## src/core/mem_arb_regs.svh

```systemverilog
`ifndef MEM_ARB_REGS_SVH
`define MEM_ARB_REGS_SVH

// ==========================================================
// bus geometry
`define BUS_COUNT      4
`define BUS_WIDTH      11
`define PAGE_WIDTH     4
`define STREAM_WIDTH   2

// ==========================================================
// transfer lengths in clock periods
`define ADDR_BEATS     3'd2
`define DATA_BEATS     3'd3
`define CORE_CYCLES    3'd4

// ==========================================================
// output bus choice among granted buses
`define OUT_LOWEST     2'd0
`define OUT_MIDDLE     2'd1
`define OUT_HIGHEST    2'd2

`endif

```

## src/core/mem_arb_pkg.sv

```systemverilog
package mem_arb_pkg;

  // ==========================================================
  // memory timing and control sequencer states
  typedef enum logic [2:0] {
    ST_IDLE  = 3'b000,
    ST_ADDR  = 3'b001,
    ST_WDATA = 3'b010,
    ST_WCORE = 3'b011,
    ST_RCORE = 3'b100,
    ST_RDATA = 3'b101
  } seq_state_type;

endpackage

```

## src/core/memory_bus_access_arbiter.sv

```systemverilog
`timescale 1ns/1ps
`include "mem_arb_regs.svh"

module memory_bus_access_arbiter
  import mem_arb_pkg::*;
#(
  parameter int NB = `BUS_COUNT,
  parameter int PW = `PAGE_WIDTH,
  parameter int SW = `STREAM_WIDTH
) (
  input  wire logic             clock,
  input  wire logic             rst,
  input  wire logic [NB-1:0]    io_request,
  input  wire logic [NB-1:0]    cpu_request,
  input  wire logic [NB*PW-1:0] bus_page,
  input  wire logic [NB-1:0]    bus_write,
  input  wire logic [NB*SW-1:0] cpu_stream,
  input  wire logic [PW-1:0]    ccu_page,
  input  wire logic [1:0]       ccu_out_select,
  output logic      [NB-1:0]    memory_request_ack,
  output logic      [NB-1:0]    memory_data_available,
  output logic      [NB-1:0]    voter_select,
  output logic      [NB-1:0]    output_bus_select,
  output logic                  busy,
  output logic                  write_cycle
);

  // ==========================================================
  // state
  seq_state_type state_reg, state_next;
  logic [2:0]    count_reg, count_next;
  logic [NB-1:0] ack_reg, ack_next;
  logic [NB-1:0] avail_reg, avail_next;
  logic [NB-1:0] voter_reg, voter_next;
  logic [NB-1:0] outbus_reg, outbus_next;
  logic          busy_reg, busy_next;
  logic          write_reg, write_next;
  logic          cpu_seen_reg, cpu_seen_next;

  // ==========================================================
  // arbitration signals
  logic [NB-1:0] page_hit;
  logic [NB-1:0] io_hit;
  logic [NB-1:0] cpu_hit;
  logic [NB-1:0] grant;
  logic [NB-1:0] out_pick;
  logic          grant_any;
  logic          grant_write;

  // page comparators, one per processor bus
  genvar gi;
  generate
    for (gi = 0; gi < NB; gi++) begin : g_page
      assign page_hit[gi] = (bus_page[gi*PW +: PW] == ccu_page);
    end
  endgenerate

  assign io_hit  = io_request & page_hit;
  assign cpu_hit = cpu_request & page_hit;

  // request priority ordering and grant selection
  always_comb begin
    logic          found;
    logic [SW-1:0] lead;
    grant = '0;
    found = 1'b0;
    lead  = '0;
    if (state_reg == ST_IDLE) begin
      if (|io_hit && !(cpu_seen_reg && |cpu_hit)) begin
        for (int i = 0; i < NB; i++) begin
          if (io_hit[i] && !found) begin
            grant[i] = 1'b1;
            found    = 1'b1;
          end
        end
      end else begin
        for (int i = 0; i < NB; i++) begin
          if (cpu_hit[i] && !found) begin
            lead  = cpu_stream[i*SW +: SW];
            found = 1'b1;
          end
        end
        for (int i = 0; i < NB; i++) begin
          grant[i] = cpu_hit[i] && (cpu_stream[i*SW +: SW] == lead);
        end
      end
    end
  end

  assign grant_any = |grant;

  // read/write indication of the lowest granted bus
  always_comb begin
    grant_write = 1'b0;
    for (int i = NB - 1; i >= 0; i--) begin
      if (grant[i]) begin
        grant_write = bus_write[i];
      end
    end
  end

  // output bus: nth granted bus per assignment, else highest granted
  always_comb begin
    logic [1:0] seen;
    out_pick = '0;
    seen     = 2'd0;
    for (int i = 0; i < NB; i++) begin
      if (grant[i]) begin
        if (seen <= ccu_out_select) begin
          out_pick = '0;
          out_pick[i] = 1'b1;
        end
        seen = seen + 2'd1;
      end
    end
  end

  // ==========================================================
  // sequencer next state and holding registers
  always_comb begin
    state_next    = state_reg;
    count_next    = count_reg;
    voter_next    = voter_reg;
    outbus_next   = outbus_reg;
    write_next    = write_reg;
    ack_next      = '0;
    cpu_seen_next = |cpu_hit && !grant_any;
    case (state_reg)
      ST_IDLE: begin
        if (grant_any) begin
          state_next  = ST_ADDR;
          count_next  = `ADDR_BEATS - 3'd1;
          voter_next  = grant;
          outbus_next = out_pick;
          write_next  = grant_write;
          ack_next    = grant;
        end
      end
      ST_ADDR: begin
        if (count_reg == 3'd0) begin
          if (write_reg) begin
            state_next = ST_WDATA;
            count_next = `DATA_BEATS - 3'd1;
          end else begin
            state_next = ST_RCORE;
            count_next = `CORE_CYCLES - 3'd1;
          end
        end else begin
          count_next = count_reg - 3'd1;
        end
      end
      ST_WDATA: begin
        if (count_reg == 3'd0) begin
          state_next = ST_WCORE;
          count_next = `CORE_CYCLES - 3'd1;
        end else begin
          count_next = count_reg - 3'd1;
        end
      end
      ST_RCORE: begin
        if (count_reg == 3'd0) begin
          state_next = ST_RDATA;
          count_next = `DATA_BEATS - 3'd1;
        end else begin
          count_next = count_reg - 3'd1;
        end
      end
      ST_WCORE, ST_RDATA: begin
        if (count_reg == 3'd0) begin
          state_next = ST_IDLE;
        end else begin
          count_next = count_reg - 3'd1;
        end
      end
      default: begin
        state_next = ST_IDLE;
        count_next = 3'd0;
      end
    endcase
    busy_next  = (state_next != ST_IDLE);
    avail_next = (state_next == ST_RDATA) ? outbus_next : '0;
  end

  // registers, cleared by master clear
  always_ff @(posedge clock or posedge rst) begin
    if (rst) begin
      state_reg    <= ST_IDLE;
      count_reg    <= 3'd0;
      ack_reg      <= '0;
      avail_reg    <= '0;
      voter_reg    <= '0;
      outbus_reg   <= '0;
      busy_reg     <= 1'b0;
      write_reg    <= 1'b0;
      cpu_seen_reg <= 1'b0;
    end else begin
      state_reg    <= state_next;
      count_reg    <= count_next;
      ack_reg      <= ack_next;
      avail_reg    <= avail_next;
      voter_reg    <= voter_next;
      outbus_reg   <= outbus_next;
      busy_reg     <= busy_next;
      write_reg    <= write_next;
      cpu_seen_reg <= cpu_seen_next;
    end
  end

  // outputs straight from flops
  assign memory_request_ack    = ack_reg;
  assign memory_data_available = avail_reg;
  assign voter_select          = voter_reg;
  assign output_bus_select     = outbus_reg;
  assign busy                  = busy_reg;
  assign write_cycle           = write_reg;

  // ==========================================================
  // checks
  property p_ack_page;
    @(posedge clock) disable iff (rst)
      (state_reg == ST_IDLE && grant_any) |=> ((ack_reg & ~$past(page_hit)) == '0);
  endproperty
  a_ack_page: assert property (p_ack_page) else $error("ack on unmatched page");

  property p_no_grant_busy;
    @(posedge clock) disable iff (rst)
      (busy_reg && state_next != ST_IDLE) |=> (ack_reg == '0 && $stable(voter_reg));
  endproperty
  a_no_grant_busy: assert property (p_no_grant_busy) else $error("grant while busy");

  property p_io_first;
    @(posedge clock) disable iff (rst)
      (state_reg == ST_IDLE && |io_hit && !cpu_seen_reg)
        |=> ((ack_reg & ~$past(io_hit)) == '0 && |ack_reg);
  endproperty
  a_io_first: assert property (p_io_first) else $error("io request not favoured");

  property p_cpu_hold;
    @(posedge clock) disable iff (rst)
      (state_reg == ST_IDLE && cpu_seen_reg && |cpu_hit) |=> ((ack_reg & ~$past(cpu_hit)) == '0);
  endproperty
  a_cpu_hold: assert property (p_cpu_hold) else $error("io granted over pending cpu");

  // a lone cpu request on an idle memory is granted at once, on its own buses only
  property p_cpu_grant;
    @(posedge clock) disable iff (rst)
      (state_reg == ST_IDLE && !(|io_hit) && |cpu_hit)
        |=> (|ack_reg && (ack_reg & ~$past(cpu_hit)) == '0);
  endproperty
  a_cpu_grant: assert property (p_cpu_grant) else $error("cpu request not granted");

  property p_voter_load;
    @(posedge clock) disable iff (rst)
      (|ack_reg) |-> (voter_reg == ack_reg && (output_bus_select & ~voter_reg) == '0);
  endproperty
  a_voter_load: assert property (p_voter_load) else $error("holding regs not reloaded");

  property p_one_out;
    @(posedge clock) disable iff (rst)
      (|ack_reg) |-> $onehot(output_bus_select);
  endproperty
  a_one_out: assert property (p_one_out) else $error("output bus not single");

  property p_addr_two;
    @(posedge clock) disable iff (rst)
      (|ack_reg) |-> (state_reg == ST_ADDR) [*2] ##1 (state_reg != ST_ADDR);
  endproperty
  a_addr_two: assert property (p_addr_two) else $error("address not two clocks");

  property p_avail_three;
    @(posedge clock) disable iff (rst)
      $rose(|avail_reg) |-> (avail_reg == output_bus_select) [*3] ##1 (avail_reg == '0);
  endproperty
  a_avail_three: assert property (p_avail_three) else $error("avail not 3 clocks");

  property p_rw_path;
    @(posedge clock) disable iff (rst)
      (|ack_reg && write_reg) |-> (avail_reg == '0) [*8];
  endproperty
  a_rw_path: assert property (p_rw_path) else $error("write showed read data");

  property p_busy_span;
    @(posedge clock) disable iff (rst)
      (|ack_reg) |-> busy_reg [*6];
  endproperty
  a_busy_span: assert property (p_busy_span) else $error("busy dropped early");

endmodule

```

## config.mk

```make
export PLATFORM = sky130hd
export DESIGN_NAME = memory_bus_access_arbiter
export DESIGN_NICKNAME = d
export VERILOG_FILES = /design/src/core/mem_arb_pkg.sv /design/src/core/memory_bus_access_arbiter.sv
export VERILOG_INCLUDE_DIRS = /design/src /design/src/core
export SDC_FILE = /design/constraint.sdc
export NUM_CORES = 1
export LEC_CHECK = 0
export BUFFER_PORTS_ARGS = -buffer_cell sky130_fd_sc_hd__clkbuf_2
export CAP_MARGIN = 20
export CORE_ASPECT_RATIO = 1.25
export CORE_MARGIN = 1
export CORE_UTILIZATION = 46
export DETAILED_ROUTE_END_ITERATION = 8
export GPL_TIMING_DRIVEN = 1
export PLACE_DENSITY = 0.75
export SKIP_CTS_REPAIR_TIMING = 1
export SKIP_LAST_GASP = 1
export SYNTH_ARGS = -nofsm -noshare
export SYNTH_HDL_FRONTEND = slang
export SYNTH_SLANG_ARGS = --single-unit
```

## constraint.sdc

```tcl
create_clock -name clock -period 3.18 [get_ports clock]
set_input_delay 0.795 -clock clock [delete_from_list [all_inputs] [get_ports clock]]
set_output_delay 0.795 -clock clock [all_outputs]
set_load 0.01 [all_outputs]
```

==> results of run 1 <==
[final cells by class]
type / count / area share (%)
Sequential cell: 25 / 20.08
Clock buffer: 3 / 1.325
Clock inverter: 1 / 0.2410
Tap cell: 56 / 2.249
Inverter: 16 / 1.928
Timing Repair Buffer: 128 / 27.91
Multi-Input combinational cell: 166 / 46.26
[through the flow]
stage               setup TNS [ns]  setup WS, ns  hold WS [ns]  total power [mW]
detailed placement          -10.61        -1.090        0.4636             1.245
global placement            -8.546       -0.9534        0.4570             1.217
floorplan                   -7.088       -0.9280        0.4844            0.9444
CTS                         -5.659       -0.8104        0.4848             1.429
global route                -5.492       -0.8448        0.5358             1.649
finish                      -3.841       -0.7435        0.4802             1.528
[critical path: stages]
cell and delay, ns:
buf_12 0.12, xnor2_4 0.12, and4_1 0.22, a222oi_1 0.40, inv_1 0.11, o31a_1 0.27, xnor2_1 0.12, o32a_1 0.36
inv_2 0.10, ha_4 0.14, nor2_2 0.03, a31oi_1 0.17, ha_1 0.28, a21oi_2 0.12, a21oi_1 0.05, or2_4 0.24
a32o_2 0.28, and2_4 0.14
[per-layer routing]
| metal | share of wire (%) | vias to the layer above |
|---|---|---|
| met3 | 4.0 | 12 |
| met4 | 2.8 | 0 |
| met1 | 37 | 1022 |
| met2 | 56 | 87 |
| li1 | - | 1030 |
| met5 | 0 | - |
[kinds of logic (layout without fill, tap and decap cells)]
group / after synthesis / count (layout)
AO/OA/AOI/OAI: 62 / 62
XOR/XNOR: 20 / 20
adder cells (fa/ha/maj): 9 / 9
buffers and inverters: 23 / 148
flip-flops: 25 / 25
multiplexers: 1 / 1
AND/OR/NAND/NOR: 74 / 74
[power breakdown]
part | switching, mW | leakage, nW | internal, mW
Clock | 0.0981 | 0.0217 | 0.0886
Sequential | 0.0563 | 0.326 | 0.414
Combinational | 0.459 | 1.22 | 0.412
[path summary, 6_finish.rpt]
path	slack [ns]	endpoint	startpoint	cells after the start
max in group asynchronous	1.92	state_reg[2]$_DFF_PP0_	rst	2
min reg2reg	0.48	voter_select[3]$_DFFE_PP0P_	voter_select[3]$_DFFE_PP0P_	2
max	-0.74	memory_data_available[2]$_DFF_PP0_	ccu_page[3]	18
max reg2reg	0.10	memory_data_available[2]$_DFF_PP0_	state_reg[1]$_DFF_PP0_	14
min	0.48	voter_select[3]$_DFFE_PP0P_	voter_select[3]$_DFFE_PP0P_	2
min in group asynchronous	0.70	voter_select[1]$_DFFE_PP0P_	rst	2
[cell usage in the layout (no fill, tap or decap), types with 3 or more instances in the layout]
cell type   n
nor2_1      9
o21ai_1     3
xor2_2      3
inv_1      15
nand2_4     3
xnor2_2     3
a211oi_1    4
and2_1      4
a21oi_1     8
dfrtp_1    25
xnor2_1     7
nand3_1     4
o21ai_0     7
a21o_1      3
buf_4      64
clkbuf_8    3
nor2b_1     3
nand2_1    23
xor2_1      4
ha_1        7
buf_6       7
nand4_1     3
clkbuf_2   55
nor3_1      4
==> impl_metrics.toml, run 1 <==
[run_status]
status = "finished, violations left"
violations = "setup timing"

[drt]
routed_wl_um = 5710
dr.pass1.iters = 4
drc = 0
drtIter0Drc = 120
vias_per_cell = 5.446
vias = 2151
ant_nets = 0
wire_per_inst_um = 14.46

[finish]
fin_nets = 393
stdcell_count = 395
drive_gt1_share_pct = 51.92
multiInputGateArea_um2 = 1441
final_area_um2 = 3115
regArea_um2 = 625.6
n_antenna_cell = 0
post-route-util_pct = 76.62
syn_to_final_growth_pct = 60.44
fill_cells = 263

[global_routing]
grt_pass1_wl_um = 8128
gr-usage-met2_pct = 44.20
grt.overflow.total = 0
antenna_found_initial = 0
grt_pass1_vias = 1956
track_usage_pct = 23.47
globalRoute.busiestLayer = "met2"
met1_usage_pct = 26.32
met3_usage_pct = 2.921
grt_max_degree = 26

[synth]
synth_edf_count = 0
synth_top_area_share_pct = 32.22
postSynth.asyncResetShare_pct = 100.0
synth_warnings = 0
synth_area_um2 = 1942
synth_top_cell_by_area = "dfrtp_1"
synth.cells.most_frequent = "27 x nand2_1, 25 x dfrtp_1, 16 x inv_1, 12 x nor2_1, 12 x xnor2_1"
synth_seq_area_share_pct = 32.22
synth_top_cells_by_area = "dfrtp_1 32%, ha_1 5.8%, xnor2_1 5.4%, nand2_1 5.2%, xor2_1 3.6%"
synth_most_common_cell = "nand2_1"
synth_flop_cell = "dfrtp_1"
synth_compound_area_share_pct = 26.80
synthMuxAreaShare_pct = 0.5155
synthCells = 214
synthAdderAreaFrac_pct = 5.799
synth_top_family_by_area = "compound AO/OA/AOI/OAI gates"
synth_xor_area_share_pct = 9.021
synthSimpleGateAreaFrac_pct = 20.30
yosysUniqueCellTypes = 60
synth_fp_nets = 267
synth.ff_latch_count = 25
synth_area_per_cell_um2 = 9.074

[placed_design]
gp_congestion = 0.8512
place_area_um2 = 2765
dpl.cell_count = 383
hpwl_um = 4146
portBuffers = 61

[sta]
fmax_ghz = 0.2549
finalClockSkew_ns = 0.003853
tightest_slew_ns = 0.9202
fin_crit_sh_pct = 123.4
finalMaxSlewViolations = 0
slew_headroom_pct = 38.59
finalWorstSetupSlack_ns = -0.7435
rsz0062_at_grt = "true"
setup_viol = 11
final_hold_viol_count = 0
layout_min_cycle_time_ns = 3.924

[cts]
clkSlewWorstSetupHoldPaths_ns = 0.09
cts_tree = "yes"
worstSkewPairLatency_ns = 0.26
cts_buffers = 3
clockBufferDepth = 2
htree_levels = 1
clock_sinks = 25
cts_root_buf = "clkbuf_8"

[floorplan]
dieArea_um2 = 4487
io_pins = 62
coreArea_um2 = 4066
die_y_um = 74.64
initial_utilization_pct = 47.75
die_x_um = 60.12
fp-row-count = 26

[setup_path]
critical_path_class = "primary input to flip-flop"
end_kind = "flip-flop"
critPathLaunchType = "primary input"
crit_fanout = 4
critPathRequiredTime_ns = 3.35
worst-endpoint-arrival_ns = 4.09

[power]
leakagePower_nw = 1.568
peakVddDrop_mv = 0.2674
power-per-cell-area_nw_per_um2 = 490.5

[min_path]
hp-class = "flip-flop to flip-flop"

[run]
maxCapViolations = 0
No activity file was read; power rests on OpenSTA's default activity.
==> run 2, diff against run 1 <==
==> constraint.sdc (replaced) <==
create_clock -name clock -period 3.18 [get_ports clock]
set_input_delay 0.795 -clock clock [delete_from_list [all_inputs] [get_ports clock]]
set_output_delay 0.795 -clock clock [all_outputs]
set_load 0.1 [all_outputs]
==> run 2 against run 1 <==
Net effect: sequential share of layout area is 0.70 points higher; setup slack better by 0.10 ns; power is 24% higher; the run still ends with setup timing left; clock-buffer cell count stayed put; critical endpoint is now output_bus_select[0]$_DFF_PP0_; utilization is 2.6 points lower; fmax is 2.6% higher.
==> impl_metrics.toml, run 2 (synthesis results as in run 1) <==
[placed_design]
hpwl_um = 4084
gp_congestion = 0.8301
portBuffers = 61
place_area_um2 = 2735
dpl.cell_count = 379

[power]
sequentialPowerShare_pct = 25.0
p_total_mw = 1.897
leakagePower_nw = 1.520
p_sw_mw = 1.015
comb_power_share_pct = 65.3
swShare_pct = 53.53
power.internal_mw = 0.8817
peakVddDrop_mv = 0.2765
power-per-cell-area_nw_per_um2 = 630.2
clkPwrFrac_pct = 9.7

[finish]
syn_to_final_growth_pct = 55.03
fin_nets = 384
drive_gt1_share_pct = 49.09
post-route-util_pct = 74.03
fill_cells = 282
n_antenna_cell = 0
mostFrequentLayoutCells = "57 x clkbuf_2, 54 x buf_4, 25 x dfrtp_1, 24 x nand2_1, 15 x inv_1"
regArea_um2 = 625.6
multiInputGateArea_um2 = 1415
layout_commonest_cell = "clkbuf_2"
stdcell_count = 386
final_area_um2 = 3010

[setup_path]
crit_chain = "buf_6 > xnor2_2 > and4_1 > a222oi_1 > inv_1 > o31a_1 > xnor2_1 > o32a_1 > ha_4 > xnor2_1 > ha_1 > a21oi_1 > or2_4 > buf_6 > nand2_4 > o41ai_2"
critPathRequiredTime_ns = 3.33
crit_fanout = 4
critical_path_class = "primary input to flip-flop"
slowest_stage = "a222oi_1"
rrSetupSlack_ns = 0.17
critPathLaunchType = "primary input"
worst-endpoint-arrival_ns = 3.98
end_kind = "flip-flop"
slowest_delay_ns = 0.38

[drt]
vias_per_cell = 5.448
wire_per_inst_um = 14.59
wl_met2_um = 3079
drc = 0
highest-signal-layer = "met4"
dr_wl_met3_um = 229
vias = 2103
wl_met1_um = 2166
routed_wl_um = 5633
drtIter0Drc = 128
dr.pass1.iters = 4
ant_nets = 0

[cts]
cts_tree = "yes"
worstSkewPairLatency_ns = 0.27
cts_buffers = 3
cts_root_buf = "clkbuf_8"
clkSlewWorstSetupHoldPaths_ns = 0.08
clockBufferDepth = 2
htree_levels = 1
clock_sinks = 25

[sta]
final_hold_viol_count = 0
tightest_slew_ns = 0.9147
fmax_ghz = 0.2615
rsz0062_at_grt = "true"
finalWorstSetupSlack_ns = -0.6435
fin_crit_sh_pct = 120.2
layout_min_cycle_time_ns = 3.824
setup_viol = 7
slew_headroom_pct = 38.95
finalMaxSlewViolations = 0
finalClockSkew_ns = 0.002534

[floorplan]
coreArea_um2 = 4066
dieArea_um2 = 4487
fp-row-count = 26
die_y_um = 74.64
io_pins = 62
initial_utilization_pct = 47.75
die_x_um = 60.12

[min_path]
hp-class = "flip-flop to flip-flop"

[run_status]
violations = "setup timing"
status = "finished, violations left"

[global_routing]
track_usage_pct = 23.01
grt_pass1_wl_um = 7935
antenna_found_initial = 0
grt_max_degree = 26
grt.overflow.total = 0
grt_pass1_vias = 1869

[run]
maxCapViolations = 0
==> run 2: stage by stage <==
step / TNS [ns] / worst slack, ns / hold WS, ns
2_1_floorplan: -7.150 / -0.9292 / 0.4844
3_3_place_gp: -8.323 / -0.9394 / 0.4573
3_5_place_dp: -9.194 / -1.013 / 0.4645
4_1_cts: -4.435 / -0.7262 / 0.4852
5_1_grt: -4.360 / -0.7425 / 0.5041
6_report: -3.150 / -0.6435 / 0.4821
==> run 2: path summary, 6_finish.rpt <==
| kind | from | to | cells past startpoint |
|---|---|---|---|
| worst max-delay path | ccu_page[0] | output_bus_select[0]$_DFF_PP0_ | 16 |
| worst min-delay path | voter_select[3]$_DFFE_PP0P_ | voter_select[3]$_DFFE_PP0P_ | 2 |
| worst max register to register | state_reg[1]$_DFF_PP0_ | output_bus_select[0]$_DFF_PP0_ | 12 |
| worst min register to register | voter_select[3]$_DFFE_PP0P_ | voter_select[3]$_DFFE_PP0P_ | 2 |
| max in group asynchronous | rst | output_bus_select[1]$_DFF_PP0_ | 2 |
| min in group asynchronous | rst | state_reg[2]$_DFF_PP0_ | 2 |
==> run 2: power groups by stage <==
stage / clock network (mW) / logic [mW] / registers [mW]
floorplan: 0 / 0.451 / 0.909
global route: 0.197 / 1.32 / 0.487
finish: 0.185 / 1.24 / 0.474
global placement: 0 / 1.16 / 0.473
detailed placement: 0 / 1.17 / 0.479
CTS: 0.191 / 1.18 / 0.473
==> run 2: critical path: cells and delay by family <==
kind	cells	cell delay (ns)
and+or+nand+nor	3	0.40
adders and majority gates	2	0.55
xor gates and xnor gates	3	0.38
AOI/OAI and AO/OA	5	1.51
buffers and inverters	3	0.32
==> run 2: cell type report <==
| class | count | area share (%) |
|---|---|---|
| inverters | 16 | 1.995 |
| well taps | 56 | 2.328 |
| clock buffers | 3 | 1.372 |
| flip-flops and latches | 25 | 20.78 |
| repair buffers | 119 | 26.35 |
| multi-input cells | 166 | 47.01 |
| clock inverters | 1 | 0.1663 |
==> run 2: per-layer routing <==
metal / track usage (%) / up-vias
li1: - / 1015
met1: 26.32 / 981
met2: 42.74 / 93
met3: 2.749 / 14
met4: 8.786 / 0
met5: 0 / -
